==> src/core/smi_cfg.svh <==
`ifndef SMI_CFG_SVH
`define SMI_CFG_SVH

// ============================================================
// Serial port
`define SMI_DEV_ADDR        7'h5b
`define SMI_SCL_MAX_KHZ     400
`define SMI_REG_CTRL        8'h00
`define SMI_REG_STAT        8'h01

// ============================================================
// Control byte layout
`define SMI_CTRL_LEVEL_LSB  0
`define SMI_CTRL_LEVEL_MSB  3
`define SMI_CTRL_ACT_BIT    4
`define SMI_CTRL_MSK_BIT    5
`define SMI_LEVEL_RST       4'h7
`define SMI_ACT_RST         1'b1
`define SMI_MSK_RST         1'b0

// ============================================================
// Status byte layout
`define SMI_STAT_UV_BIT     0
`define SMI_STAT_OT_BIT     1

// ============================================================
// Supply monitor, millivolts
`define SMI_TRIP_BASE_MV    12'h8fc
`define SMI_TRIP_STEP_MV    12'h064
`define SMI_HYST_MV         12'h0c8

// ============================================================
// Thermal, degrees C
`define SMI_OT_TRIP_C       8'ha0
`define SMI_OT_HYST_C       8'h14

// ============================================================
// Timing
`define SMI_CLK_PERIOD_NS   5
`define SMI_SS_TIME_NS      400000
`define SMI_SS_STEPS        256

`endif

==> src/core/smi_pkg.sv <==
package smi_pkg;

  // Gray codes along idle, address, ack, receive, ack, transmit, master ack
  typedef enum logic [2:0] {
    SMI_S_IDLE = 3'h0,
    SMI_S_ADDR = 3'h1,
    SMI_S_AACK = 3'h3,
    SMI_S_RX   = 3'h2,
    SMI_S_RACK = 3'h6,
    SMI_S_TX   = 3'h7,
    SMI_S_MACK = 3'h5
  } smi_i2c_state_t;

endpackage : smi_pkg

==> src/core/smi_regbus_if.sv <==
`timescale 1ns/1ps
interface smi_regbus_if;
  logic       wr_stb;
  logic       rd_stb;
  logic [7:0] addr;
  logic [7:0] wdata;
  logic [7:0] rdata;

  modport port_side (output wr_stb, rd_stb, addr, wdata, input rdata);
  modport reg_side  (input wr_stb, rd_stb, addr, wdata, output rdata);
endinterface : smi_regbus_if

==> src/core/smi_i2c_slave.sv <==
`timescale 1ns/1ps
`include "smi_cfg.svh"
module smi_i2c_slave import smi_pkg::*; (
  input  wire logic      clk_in,
  input  wire logic      rst_n_in,
  input  wire logic      scl_in,
  input  wire logic      sda_in,
  output logic           sda_out,
  output logic           sda_oe_n_out,
  smi_regbus_if.port_side bus
);
  // ============================================================
  // Synchronisers; 200 MHz gives hundreds of samples per fast-mode bit
  logic [2:0]     scl_q;
  logic [2:0]     sda_q;
  smi_i2c_state_t state;
  logic [7:0]     shift;
  logic [2:0]     cnt;
  logic           done;
  logic           ptr_set;
  logic           mack_ok;
  logic           rw;

  wire scl_rise = scl_q[1] & ~scl_q[2];
  wire scl_fall = ~scl_q[1] & scl_q[2];
  wire start_ev = scl_q[1] & sda_q[2] & ~sda_q[1];
  wire stop_ev  = scl_q[1] & ~sda_q[2] & sda_q[1];

  always_ff @(posedge clk_in) begin
    if (!rst_n_in) begin
      scl_q <= 3'h7;
      sda_q <= 3'h7;
    end else begin
      scl_q <= {scl_q[1:0], scl_in};
      sda_q <= {sda_q[1:0], sda_in};
    end
  end

  // ============================================================
  // Byte engine
  always_ff @(posedge clk_in) begin
    if (!rst_n_in) begin
      state        <= SMI_S_IDLE;
      shift        <= 8'h00;
      cnt          <= 3'h0;
      done         <= 1'b0;
      ptr_set      <= 1'b0;
      mack_ok      <= 1'b0;
      rw           <= 1'b0;
      sda_out      <= 1'b0;
      sda_oe_n_out <= 1'b1;
      bus.wr_stb   <= 1'b0;
      bus.rd_stb   <= 1'b0;
      bus.addr     <= 8'h00;
      bus.wdata    <= 8'h00;
    end else begin
      bus.wr_stb <= 1'b0;
      bus.rd_stb <= 1'b0;
      if (start_ev) begin
        state        <= SMI_S_ADDR;
        cnt          <= 3'h0;
        done         <= 1'b0;
        ptr_set      <= 1'b0;
        sda_oe_n_out <= 1'b1;
      end else if (stop_ev) begin
        state        <= SMI_S_IDLE;
        sda_oe_n_out <= 1'b1;
      end else begin
        case (state)
          SMI_S_ADDR, SMI_S_RX: begin
            if (scl_rise) begin
              shift <= {shift[6:0], sda_q[1]};
              cnt   <= cnt + 3'h1;
              done  <= (cnt == 3'h7);
            end else if (scl_fall && done) begin
              done <= 1'b0;
              if (state == SMI_S_ADDR) begin
                if (shift[7:1] == `SMI_DEV_ADDR) begin
                  state        <= SMI_S_AACK;
                  rw           <= shift[0];
                  sda_oe_n_out <= 1'b0;
                end else begin
                  state <= SMI_S_IDLE;
                end
              end else begin
                state        <= SMI_S_RACK;
                sda_oe_n_out <= 1'b0;
                ptr_set      <= 1'b1;
                if (!ptr_set) begin
                  bus.addr <= shift;
                end else begin
                  bus.wdata  <= shift;
                  bus.wr_stb <= 1'b1;
                end
              end
            end
          end
          SMI_S_AACK, SMI_S_RACK: begin
            if (scl_fall) begin
              if (state == SMI_S_AACK && rw) begin
                state        <= SMI_S_TX;
                shift        <= {bus.rdata[6:0], 1'b0};
                sda_oe_n_out <= bus.rdata[7];
                bus.rd_stb   <= 1'b1;
                cnt          <= 3'h0;
              end else begin
                state        <= SMI_S_RX;
                sda_oe_n_out <= 1'b1;
                cnt          <= 3'h0;
              end
            end
          end
          SMI_S_TX: begin
            if (scl_rise) begin
              cnt  <= cnt + 3'h1;
              done <= (cnt == 3'h7);
            end else if (scl_fall) begin
              if (done) begin
                done         <= 1'b0;
                state        <= SMI_S_MACK;
                sda_oe_n_out <= 1'b1;
              end else begin
                sda_oe_n_out <= shift[7];
                shift        <= {shift[6:0], 1'b0};
              end
            end
          end
          SMI_S_MACK: begin
            if (scl_rise) begin
              mack_ok <= ~sda_q[1];
            end else if (scl_fall) begin
              // Further bytes repeat the same register
              if (mack_ok) begin
                state        <= SMI_S_TX;
                shift        <= {bus.rdata[6:0], 1'b0};
                sda_oe_n_out <= bus.rdata[7];
                bus.rd_stb   <= 1'b1;
                cnt          <= 3'h0;
              end else begin
                state <= SMI_S_IDLE;
              end
            end
          end
          default: begin
            sda_oe_n_out <= 1'b1;
          end
        endcase
      end
    end
  end
endmodule : smi_i2c_slave

==> src/core/smi_supervisor.sv <==
// Overview of operation
// - Slave only, seven-bit address 1011011 plus direction bit.
// - Serial port works up to 400 kHz clock.
// - Writes and reads of configuration registers; further bytes repeat the same register.
// - Bytes go msb first, sampled on serial clock rising edge.
// - Every byte is followed by an acknowledge bit from the receiver; the master ends a read by leaving the last byte unacknowledged.
// - Four-bit trip level: 2.3 V plus 0.1 V per code.
// - Trip level resets to code 0111, 3.0 V.
// - No power-up until supply reaches threshold plus 200 mV.
// - Undervoltage status bit mirrors comparator, 1 when below.
// - Undervoltage stays set until supply exceeds threshold plus 200 mV.
// - Action 1 and unmask 1: falling crossing asserts interrupt low.
// - Interrupt clears after supply recovers and status is read.
// - Action 0: falling crossing disables every regulator at once.
// - Over-temperature disables regulators until cooled by 20 degrees.
// - Enabled converter reference ramps over 400 us soft start.
// - Interrupt is open-drain, low while an enabled source pends.
// - Interrupt sources reset masked, unmasked by register write.
`timescale 1ns/1ps
`include "smi_cfg.svh"
module smi_supervisor import smi_pkg::*; #(
  parameter int unsigned NUM_REGS  = 7,
  parameter int unsigned NUM_BUCKS = 3,
  parameter int unsigned SS_CYCLES =
    `SMI_SS_TIME_NS / `SMI_CLK_PERIOD_NS
) (
  input  wire logic                    clk_in,
  input  wire logic                    rst_n_in,
  input  wire logic                    scl_in,
  input  wire logic                    sda_in,
  output logic                         sda_out,
  output logic                         sda_oe_n_out,
  input  wire logic [11:0]             monitored_supply_input_in,
  input  wire logic [7:0]              die_temp_in,
  input  wire logic [NUM_REGS-1:0]     regs_req_in,
  output logic [NUM_REGS-1:0]          regs_en_out,
  output logic [NUM_BUCKS*8-1:0]       ss_ref_out,
  output logic                         undervolt_status_n_out,
  output logic                         irq_out_n_out,
  output logic                         irq_out_n_oe_n_out
);
  localparam int unsigned SS_DIV = SS_CYCLES / `SMI_SS_STEPS;

  smi_regbus_if bus ();

  logic [3:0]  supply_trip_level;
  logic        undervolt_action_select;
  logic        undervolt_irq_unmask;
  logic        uv;
  logic        ot;
  logic        powered;
  logic        irq_pend;
  logic        stat_read;
  logic [NUM_BUCKS-1:0] buck_prev;
  logic [15:0] ss_div_cnt;
  logic        ss_tick;
  logic [11:0] fall_thr;
  logic [11:0] rise_thr;
  logic        uv_fall_ev;
  logic        irq_clr;

  smi_i2c_slave u_port (
    .clk_in       (clk_in),
    .rst_n_in     (rst_n_in),
    .scl_in       (scl_in),
    .sda_in       (sda_in),
    .sda_out      (sda_out),
    .sda_oe_n_out (sda_oe_n_out),
    .bus          (bus.port_side)
  );

  // ============================================================
  // Register file
  always_comb begin
    case (bus.addr)
      `SMI_REG_CTRL: bus.rdata = {2'h0, undervolt_irq_unmask,
                                  undervolt_action_select, supply_trip_level};
      `SMI_REG_STAT: bus.rdata = {6'h00, ot, uv};
      default:       bus.rdata = 8'h00;
    endcase
  end

  always_ff @(posedge clk_in) begin
    if (!rst_n_in) begin
      supply_trip_level       <= `SMI_LEVEL_RST;
      undervolt_action_select <= `SMI_ACT_RST;
      undervolt_irq_unmask    <= `SMI_MSK_RST;
    end else if (bus.wr_stb && bus.addr == `SMI_REG_CTRL) begin
      supply_trip_level <=
        bus.wdata[`SMI_CTRL_LEVEL_MSB:`SMI_CTRL_LEVEL_LSB];
      undervolt_action_select <= bus.wdata[`SMI_CTRL_ACT_BIT];
      undervolt_irq_unmask    <= bus.wdata[`SMI_CTRL_MSK_BIT];
    end
  end

  // ============================================================
  // Supply comparator
  // threshold from level code
  assign fall_thr = `SMI_TRIP_BASE_MV
                    + 12'(supply_trip_level) * `SMI_TRIP_STEP_MV;
  assign rise_thr = fall_thr + `SMI_HYST_MV;
  assign uv_fall_ev = !uv && (monitored_supply_input_in < fall_thr);

  always_ff @(posedge clk_in) begin
    if (!rst_n_in) begin
      uv <= 1'b1;
    end else if (monitored_supply_input_in < fall_thr) begin
      uv <= 1'b1;
    end else if (monitored_supply_input_in > rise_thr) begin
      uv <= 1'b0;
    end
  end

  always_ff @(posedge clk_in) begin
    if (!rst_n_in) begin
      undervolt_status_n_out <= 1'b1;
    end else begin
      undervolt_status_n_out <= uv;
    end
  end

  always_ff @(posedge clk_in) begin
    if (!rst_n_in) begin
      powered <= 1'b0;
    end else if (uv_fall_ev && !undervolt_action_select) begin
      powered <= 1'b0;
    end else if (!powered && monitored_supply_input_in >= rise_thr) begin
      powered <= 1'b1;
    end
  end

  // ============================================================
  // Thermal
  // trip and cool-down hysteresis
  always_ff @(posedge clk_in) begin
    if (!rst_n_in) begin
      ot <= 1'b0;
    end else if (die_temp_in > `SMI_OT_TRIP_C) begin
      ot <= 1'b1;
    end else if (die_temp_in <= `SMI_OT_TRIP_C - `SMI_OT_HYST_C) begin
      ot <= 1'b0;
    end
  end

  // ============================================================
  // Interrupt
  assign irq_clr = irq_pend && !uv && stat_read;

  always_ff @(posedge clk_in) begin
    if (!rst_n_in) begin
      stat_read <= 1'b0;
    end else if (bus.rd_stb && bus.addr == `SMI_REG_STAT) begin
      stat_read <= 1'b1;
    end else if (irq_clr || uv_fall_ev) begin
      stat_read <= 1'b0;
    end
  end

  always_ff @(posedge clk_in) begin
    if (!rst_n_in) begin
      irq_pend <= 1'b0;
    end else if (uv_fall_ev && undervolt_action_select
                 && undervolt_irq_unmask && powered) begin
      irq_pend <= 1'b1;
    end else if (irq_clr) begin
      irq_pend <= 1'b0;
    end
  end

  always_ff @(posedge clk_in) begin
    if (!rst_n_in) begin
      irq_out_n_out      <= 1'b0;
      irq_out_n_oe_n_out <= 1'b1;
    end else begin
      irq_out_n_out      <= 1'b0;
      irq_out_n_oe_n_out <= ~(irq_pend && undervolt_irq_unmask);
    end
  end

  // ============================================================
  // Regulator enables
  // global disable
  always_ff @(posedge clk_in) begin
    if (!rst_n_in) begin
      regs_en_out <= '0;
    end else begin
      regs_en_out <= regs_req_in & {NUM_REGS{powered & ~ot}};
    end
  end

  // ============================================================
  // Soft start; one shared step enable keeps the ramps cheap
  always_ff @(posedge clk_in) begin
    if (!rst_n_in) begin
      ss_div_cnt <= 16'h0000;
      ss_tick    <= 1'b0;
    end else if (ss_div_cnt >= 16'(SS_DIV - 1)) begin
      ss_div_cnt <= 16'h0000;
      ss_tick    <= 1'b1;
    end else begin
      ss_div_cnt <= ss_div_cnt + 16'h0001;
      ss_tick    <= 1'b0;
    end
  end

  always_ff @(posedge clk_in) begin
    if (!rst_n_in) begin
      buck_prev <= '0;
    end else begin
      buck_prev <= regs_en_out[NUM_BUCKS-1:0];
    end
  end

  for (genvar i = 0; i < NUM_BUCKS; i++) begin : g_ramp
    always_ff @(posedge clk_in) begin
      if (!rst_n_in || !regs_en_out[i]) begin
        ss_ref_out[i*8 +: 8] <= 8'h00;
      end else if (!buck_prev[i]) begin
        ss_ref_out[i*8 +: 8] <= 8'h00;
      end else if (ss_tick && ss_ref_out[i*8 +: 8] != 8'hff) begin
        ss_ref_out[i*8 +: 8] <= ss_ref_out[i*8 +: 8] + 8'h01;
      end
    end

  end
endmodule : smi_supervisor

==> config.mk <==
export PLATFORM = sky130hd
export DESIGN_NAME = smi_supervisor
export DESIGN_NICKNAME = d
export VERILOG_FILES = /design/src/core/smi_pkg.sv /design/src/core/smi_regbus_if.sv /design/src/core/smi_i2c_slave.sv /design/src/core/smi_supervisor.sv
export VERILOG_INCLUDE_DIRS = /design/src /design/src/core
export SDC_FILE = /design/constraint.sdc
export NUM_CORES = 1
export LEC_CHECK = 0
export BUFFER_PORTS_ARGS = -buffer_cell sky130_fd_sc_hd__buf_2
export CAP_MARGIN = 25
export CORE_ASPECT_RATIO = 0.5
export CORE_MARGIN = 2
export CORE_UTILIZATION = 40
export DETAILED_ROUTE_END_ITERATION = 10
export PLACE_DENSITY = 0.66
export SLEW_MARGIN = 20
export SYNTH_ARGS = -nofsm -noshare
export SYNTH_HDL_FRONTEND = slang
export SYNTH_SLANG_ARGS = --single-unit
==> constraint.sdc <==
create_clock -name clk_in -period 4.41 [get_ports clk_in]
set_clock_uncertainty 0.1 [all_clocks]
set_input_delay 0.2205 -clock clk_in [delete_from_list [all_inputs] [get_ports clk_in]]
set_output_delay 0.2205 -clock clk_in [all_outputs]
set_load 0.03 [all_outputs]
After elaboration in Yosys (flattened, before gate mapping):

Cells that the tools add are included.
W data, S select, Z words.

* $lt $le $gt $ge: 6
* muxes and demuxes: 64
* $add $sub $neg: 7
* equal/unequal tests: 36
* reductions and logical operators: 58
* $mul: 1
* bitwise operators: 25

Operators by type and width (count)
* $mux W8: 9
* $mux W3: 16
* $pmux W8 S4: 1
* $mux W1: 31
* $reduce_and A7 Y1: 4
* $reduce_and A9 Y1: 3
* $add A8 B1 Y8 const B: 3
* $ne A8 B8 Y1 const B: 3
* $ne A4 B1 Y1 const B: 5
* $ne A2 B1 Y1 const B: 9
* $reduce_or A2 Y1: 9
* $not A1 Y1: 17
* $add A16 B1 Y16 const B: 1
* $ge A16 B9 Y1 const B: 1
* $logic_and A1 B1 Y1: 16
* $add A12 B11 Y12 const A: 1
* $add A12 B8 Y12 const B: 1
* $eq A3 B3 Y1 const B: 4
* $ge A12 B12 Y1: 1
* $gt A12 B12 Y1: 1
* $lt A12 B12 Y1: 1
* $ne A4 B4 Y1 const B: 3
* $pmux W3 S4: 1
* $pmux W6 S2: 1
* other kinds (29): 55

* input bits: 31
* output and inout port bits: 36
* logic and storage cells: 229
* flip-flop bits (word level): 105

Depth between registers and ports, before layout:

Gate-level depths: netlist of run 1.

* word-level depth: 8
* gate-level depth with buffers: 17
* mapped depth without buffers: 17

Hierarchy:

A second synthesis of run 1 with hierarchy kept.

* cell total of the unflattened synthesis: 646
* area total of the unflattened synthesis: 5779.3 µm²

Modules (own cells, without submodules)
* smi_supervisor: area an instance 3408.3 µm², instances 1, cells each 378, sequential area each 1281.2 µm²
* smi_i2c_slave: area an instance 2371.0 µm², instances 1, cells each 268, sequential area each 860.8 µm²

Worst setup path after synthesis of run 1:

OpenSTA, ideal clock, no wires.

* path type: register -> register
* from: register supply_trip_level[0]
* to: register powered
* stages on the path, launching flop included: 16
* arrival time: 3.694 ns
* data required time: 4.188 ns
* slack: 0.495 ns
* library setup time: 0.122 ns
* period minus slack after synthesis: 3.915 ns
* path buffers: 0
* cell sequence: dfxtp_1 > inv_1 > ha_1 > ha_1 > fa_1 > or3_1 > a2111oi_0 > a21oi_1 > nand3_2 > nor3b_1 > xor2_1 > ha_1 > o221a_2 > a221oi_1 > nand2_1 > o311a_1

* word-level cells in the longest chain between the ends: 6
* elaborated cells between the ends (all ways): 9
* classes of those cells: 2 x add/sub; 1 x mul; 2 x order compare; 4 x reduce/logical

RTL lines
* start, declared: RTL line smi_supervisor.sv:46 `logic [3:0] supply_trip_level;`
* start signal, assigned: RTL line smi_supervisor.sv:85 `` supply_trip_level <= `SMI_LEVEL_RST; ``
* start signal, assigned: RTL line smi_supervisor.sv:89 `supply_trip_level <=`
* $mul A4 B5 Y9 (no source line) (*)
* $add A12 B11 Y12 (no source line) (*)
* parallel branches: the longest is 4 deep, another holds $add A12 B8 Y12
* end signal, assigned: RTL line smi_supervisor.sv:124 `powered <= 1'b0;`
* end signal, assigned: RTL line smi_supervisor.sv:126 `powered <= 1'b0;`
* end signal, assigned: RTL line smi_supervisor.sv:128 `powered <= 1'b1;`
* end, declared: RTL line smi_supervisor.sv:51 `logic powered;`

Mark *: on every way between the ends.
A chain may end at the register's enable or synchronous reset.

Worst setup path after layout of run 1:

* from: register supply_trip_level[1]
* to: register powered

Same word-level chain as after synthesis.

==> metrics, run 1 <==
cell accounting for the most synthesized area dfxtp_1; wire length per cell 12.8 um; post-synth top area share 0.391; GRT Overall Usage 0.153; Die X roughly 170 um; slew margin rel. 0.368; Clock Latency Late Sink 0.35 ns; mapped cell area between 5000 and 6000 sq um; fin nets 731; final max-slew violation count 0; num ports 67; Async SR Flop Fraction 0; CTS Root Buffer Type clkbuf_16; number of distinct library cells after synthesis 75; Iter 0 DRT Violations 235; Starting Density 0.417; RSZ-0062 raised after global routing false; Fmax roughly 240 MHz; post-synthesis sequential area ratio 0.391; clock sink count between 100 and 150; sequential fraction of design power 0.532; syn avg cell area 9.19 sq um; TNS Setup 0 ns; global route hottest layer met2; Seq. cell area approximately 2100 sq um; P per Cell Area ~290 nW/um^2; clk slew on worst S/H paths 0.07 ns; CP arrival around 4.4 ns; CP required 4.54 ns; Rows 29; H-tree levels 3; DPL Wire Length 7.88 mm; Post-DRT Antenna Nets 0; Multi-input gate area between 3000 and 4000 sq um; Peak VDD IR 0.000169 V; status complete, no violations; DR pass1 iterations 4; Area Growth Syn to Fin 16.7%; Pleak ~0.0026 uW; largest net degree at the start of global routing 60; WL final 10.7 mm; total number of vias approximately 4300; Port Buffer Count 64; TritonCTS clock tree yes; core area 12900 sq um; first-pass GRT wire length 18.2 mm; Sw Pwr 414 uW; DR vias/cell roughly 5.1; vias in the first global route around 4000; Max-Cap Viols 0; Post-synth EDFFs 0; grt ovf 0; CP Capture Type flop; Syn Inst Count roughly 590; Die Y-Extent between 80 and 90 um; Setup-failing EPs final 0; initial antenna violation count 0; crit path launch type flop; met1 GRT Util 0.189; Sw Share 0.228; Tcrit/Tclk final 0.958; DRC violations left 0; Clock Path Buffers 2; die area approximately 14000 sq um; worst slew pin tran 0.948 ns; number of antenna diodes 0; Fillers approximately 1200; post-route cell area roughly 6300 sq um; Yosys reg bits 105; Comb power frac 0.049; largest fanout on the critical path 5; GP Congestion between 0.8 and 0.9; fraction of layout cells with a size suffix above 1 0.150; post-placement cell area 5870 sq um; Yosys Warn Count 0; total CTS buffers 9; crit path kind flop to flop; HP Class primary input to flop; clock share of power 0.419; dominant synthesized flop cell dfxtp_1; Final min period 4.23 ns; Hold Violations, Final 0; synth top area cells dfxtp_1 39%, ha_1 8.6%, mux2i_1 4.8%; GRT met2 Usage 0.265; cell-internal power around 1400 uW; global-route track usage on met3 0.0388
==> Yosys cell counts, drive strengths merged, types with 3 or more instances <==
cell type,instances
o211a,7
a21o,7
and2,11
o21a,3
nor3,12
xnor2,23
a21oi,14
nor3b,5
or2,3
or4,3
o211ai,6
clkbuf,10
xor2,21
a22oi,6
a31oi,8
inv,22
nand3,24
nand2,49
nor2,53
o21ai,16
buf,8
nand2b,11
and3,7
a311oi,3
nand4,12
ha,37
nor4,5
dfxtp,105
nor2b,24
mux2i,26
a21boi,4
o31ai,3
==> registers in the layout (all words and copies together), names as in the netlist, 3 cells and up <==
| signal | count |
|---|---|
| buck_prev | 3 |
| regs_en_out | 7 |
| ss_div_cnt | 16 |
| ss_ref_out | 24 |
| supply_trip_level | 4 |
| u_port.bus.addr | 8 |
| u_port.bus.wdata | 6 |
| u_port.cnt | 3 |
| u_port.scl_q | 3 |
| u_port.sda_q | 3 |
| u_port.shift | 8 |
| u_port.state | 3 |
==> logic make-up (layout without fill, tap and decap cells) <==
logic type	after synthesis	after routing	share of synthesized area
compound gates	100	100	0.135
xor+xnor	44	44	0.0717
fa+ha+maj	38	38	0.0899
buf+inv	40	114	0.0314
flops	105	105	0.391
mux	26	26	0.0484
other cells	1	9	0.000698
simple gates	231	231	0.232
==> worst max-delay path: stages, from the launching register on <==
cell,delay [ns]
dfxtp_1,0.40
inv_1,0.11
ha_1,0.36
ha_1,0.26
fa_1,0.48
or3_1,0.43
a2111oi_0,0.40
a21oi_1,0.11
nand3_2,0.13
nor3b_1,0.07
xor2_1,0.15
ha_1,0.33
o221a_2,0.29
a221oi_2,0.29
nand2_1,0.09
o311a_1,0.13
==> power groups by stage <==
stage	Clock [uW]	Combinational (uW)	Sequential (uW)
final	761	89.5	967
after global routing	828	100	968
after CTS	789	87.9	967
after detailed placement	0	81.5	989
after global placement	0	80.6	989
after floorplan	0	55.2	987
==> cell usage in the layout (no fill, tap or decap), drive strengths merged, types with 4 or more instances in the layout <==
cell / count
o211ai: 6
conb: 9
a31oi: 8
nand2b: 11
clkbuf: 10
and2: 11
nor3b: 5
dlygate4sd3: 9
inv: 25
buf: 67
dfxtp: 105
a21oi: 14
and3: 7
ha: 37
o211a: 7
nand3: 24
mux2i: 26
xnor2: 23
nor4: 5
xor2: 21
nand2: 49
nor2: 53
nand4: 12
a22oi: 6
a21o: 7
nor2b: 24
a21boi: 4
o21ai: 16
nor3: 12
==> metal layers <==
| metal | up-vias | part of all wire |
|---|---|---|
| met5 | - | 0 |
| met4 | 0 | 0.013 |
| met3 | 14 | 0.036 |
| met2 | 60 | 0.46 |
| met1 | 1993 | 0.49 |
| li1 | 2218 | - |
==> worst paths after layout <==
kind	from	cells past startpoint	endpoint	slack, ns
worst max-delay path	supply_trip_level[1]	15	powered	0.18
worst min-delay path	regs_req_in[1]	2	regs_en_out[1]	0.02
worst max register to register	supply_trip_level[1]	15	powered	0.18
worst min register to register	u_port.sda_q[0]	1	u_port.sda_q[1]	0.31
==> through the flow <==
step	utilization	hold slack (ns)	total power (uW)	cells	worst slack [ns]
finish	0.487	0.0209	1820	837	0.184
global route	0.487	0.0176	1900	837	0.0586
CTS	0.485	0.00485	1840	837	0.185
detailed placement	0.456	0.295	1070	812	0.206
global placement	0.456	0.291	1070	812	0.301
floorplan	-	0.222	1040	593	0.495
==> repair_timing <==
action,in CTS,in global routing
setup buffers,0,0
resized for setup,0,3
hold buffers,9,0
hold endpoints to repair,9,0
setup endpoints to repair,0,3
==> area by class of cell <==
cell class | count | share of cell area
clock buffers | 10 | 0.0381
clock inverters | 6 | 0.00778
multi-input cells | 448 | 0.503
repair buffers | 76 | 0.0690
flip-flops and latches | 105 | 0.335
well taps | 170 | 0.0339
inverters | 22 | 0.0132
Power figures use the tool's default switching activity.
==> run 2: changes to the inputs <==
--- a/config.mk
+++ b/config.mk
@@ -9,7 +9,7 @@
 export BUFFER_PORTS_ARGS = -buffer_cell sky130_fd_sc_hd__buf_2
 export CAP_MARGIN = 25
 export CORE_ASPECT_RATIO = 0.5
-export CORE_MARGIN = 2
+export CORE_MARGIN = 5
 export CORE_UTILIZATION = 40
 export DETAILED_ROUTE_END_ITERATION = 10
 export PLACE_DENSITY = 0.66
==> run 2 against run 1 <==
Net effect:
- combinational power about the same
- worst setup slack better by 0.11 ns
- cell area down 0.18%
- count of clock-buffer cells in the layout unchanged
- sequential share of layout area up 0.10 points
- hold slack better by 0.012 ns
- non-clock buffer count down 1
- register-to-register slack better by 0.11 ns
- sequential power about the same
==> metrics, run 2 (synthesized netlist as in run 1, its figures left out) <==
largest registers ss_ref_out: 24 flops, ss_div_cnt: 16 flops (unchanged); TNS Setup 0 ns (unchanged); worst slew pin tran 0.924 ns (was 0.948 ns); CTS Root Buffer Type clkbuf_16 (unchanged); CP delay by family, top adder cells (unchanged); GRT Overall Usage 0.135 (was 0.153); Hold Violations, Final 0 (unchanged); Fmax 243 MHz (was 237 MHz); Die X 174 um (was 168 um); CP required 4.54 ns (about the same); Total Power 1790 uW (was 1820 uW); commonest non-fill, non-tap cells in the layout 103 x dfxtp_1, 64 x buf_2, 52 x nor2_1, 48 x nand2_1, 37 x ha_1 (was 105 x dfxtp_1, 64 x buf_2, 52 x nor2_1, 48 x nand2_1, 37 x ha_1); total number of vias 4261 (was 4285); WP buf/inv 1 (unchanged); pre-CTS setup slack 0.140 ns (was 0.206 ns); Post-DRT Antenna Nets 0 (unchanged); GP Congestion 0.844 (was 0.865); Starting Density 0.416 (was 0.417); clk slew on worst S/H paths 0.06 ns (was 0.07 ns); Peak VDD IR 0.000182 V (was 0.000169 V); fraction of layout cells with a size suffix above 1 0.150 (about the same); Tcrit/Tclk final 0.934 (was 0.958); worst setup margin 0.293 ns (was 0.184 ns); Final min period 4.12 ns (was 4.23 ns); final max-slew violation count 0 (unchanged); DR pass1 iterations 4 (unchanged); Fillers 1234 (was 1219); grt ovf 0 (unchanged); critical-path cell list inv_1, ha_1, ha_1, fa_1, or3_1, nor2_1, nor2_1, ha_1, a21o_1, a221oi_2, a31oi_1, a211o_1, o311a_1 (was inv_1, ha_1, ha_1, fa_1, or3_1, a2111oi_0, a21oi_1, nand3_2, nor3b_1, xor2_1, ha_1, o221a_2, a221oi_2, nand2_1, o311a_1); largest net degree at the start of global routing 60 (unchanged); status complete, no violations (unchanged); slew margin rel. 0.384 (was 0.368); HP Class primary input to flop (unchanged); Die Y-Extent 92.0 um (was 86.0 um); commonest non-fill, non-tap cell in the layout dfxtp_1 (unchanged); Max-Cap Viols 0 (unchanged); largest fanout on the critical path 7 (was 5); DPL Wire Length 8.03 mm (was 7.88 mm); initial antenna violation count 0 (unchanged); wire length per cell 13.0 um (was 12.8 um); core area 12900 sq um (about the same); TritonCTS clock tree yes (unchanged); fin nets 730 (was 731); DR vias/cell 5.10 (was 5.12); H-tree levels 3 (unchanged); Port Buffer Count 64 (unchanged); first-pass GRT wire length 18.4 mm (was 18.2 mm); slowest stage delay, CP 0.48 ns (about the same); crit path launch type flop (unchanged); Largest register FFs 24 (unchanged); Largest Register ss_ref_out (unchanged); number of antenna diodes 0 (unchanged); DRC violations left 0 (unchanged); Clock Latency Late Sink 0.34 ns (was 0.35 ns); crit path kind flop to flop (unchanged); num ports 67 (unchanged); Area Growth Syn to Fin 16.5% (was 16.7%); Critical Path Slowest Stage Cell fa_1 (unchanged); Pleak 0.00263 uW (was 0.00265 uW); Setup-failing EPs final 0 (unchanged); CP Capture Type flop (unchanged); total CTS buffers 9 (unchanged); Iter 0 DRT Violations 173 (was 235); vias in the first global route 3969 (was 3983); Clock Path Buffers 2 (unchanged); cell mode on critical path ha_1 (unchanged); P per Cell Area 286 nW/um^2 (was 290 nW/um^2); Rows 29 (unchanged); CP arrival 4.24 ns (was 4.35 ns); die area 16000 sq um (was 14400 sq um); clock sink count 105 (unchanged); RSZ-0062 raised after global routing false (unchanged); WL final 10.8 mm (was 10.7 mm)
## run 2: changes by cell type in the layout (fill, tap and decap cells not counted), sizes merged
| cell | delta |
|---|---|
| clkinv | -1 |
| inv | -2 |
| clkinvlp | +3 |
| dlygate4sd3 | +1 |
| buf | -2 |
## run 2: worst paths after layout
path	startpoint	end	slack [ns]	cells past startpoint
max	supply_trip_level[0]	powered	0.29	13
min	die_temp_in[6]	ot	0.03	2
max reg2reg	supply_trip_level[0]	powered	0.29	13
min reg2reg	u_port.scl_q[0]	u_port.scl_q[1]	0.31	1
## run 2: area by class of cell
class | count | area [sq um] | share of cell area
clock buffers | 10 | 229 | 0.0366
repair buffers | 75 | 428 | 0.0683
well taps | 170 | 213 | 0.0340
multi-input cells | 448 | 3160 | 0.505
clock inverters | 6 | 43.8 | 0.00699
inverters | 22 | 82.6 | 0.0132
flip-flops and latches | 105 | 2100 | 0.336
## run 2: layer usage
metal / global-route usage / wire, um / up-vias / share of wire
met5: 0 / 0 / - / 0
met4: 0.0342 / 104 / 0 / 0.0096
met3: 0.0296 / 321 / 7 / 0.030
met2: 0.229 / 5190 / 51 / 0.48
met1: 0.176 / 5230 / 1984 / 0.48
li1: - / - / 2219 / -
## run 2: what timing repair did
| action | in CTS | in global routing |
|---|---|---|
| resized for setup | 0 | 7 |
| buffers inserted | 0 | 0 |
| hold buffers | 10 | 0 |
| hold endpoints to repair | 10 | 0 |
| endpoints found under the setup margin | 0 | 4 |
## run 2: report_power, final
part	total [uW]	leakage [uW]	internal, uW	switching [uW]
combinational	89.7	0.00165	41.5	48.2
sequential	967	0.000850	958	9.29
clock	731	0.000126	385	347
## run 2: stage by stage
step	area, sq um	hold WS, ns	util	std cells
floorplan	5410	0.222	-	593
global placement	5860	0.287	0.454	810
detailed placement	5860	0.291	0.454	810
CTS	6230	0.0139	0.482	836
global route	6260	0.0452	0.485	836
finish	6260	0.0331	0.485	836
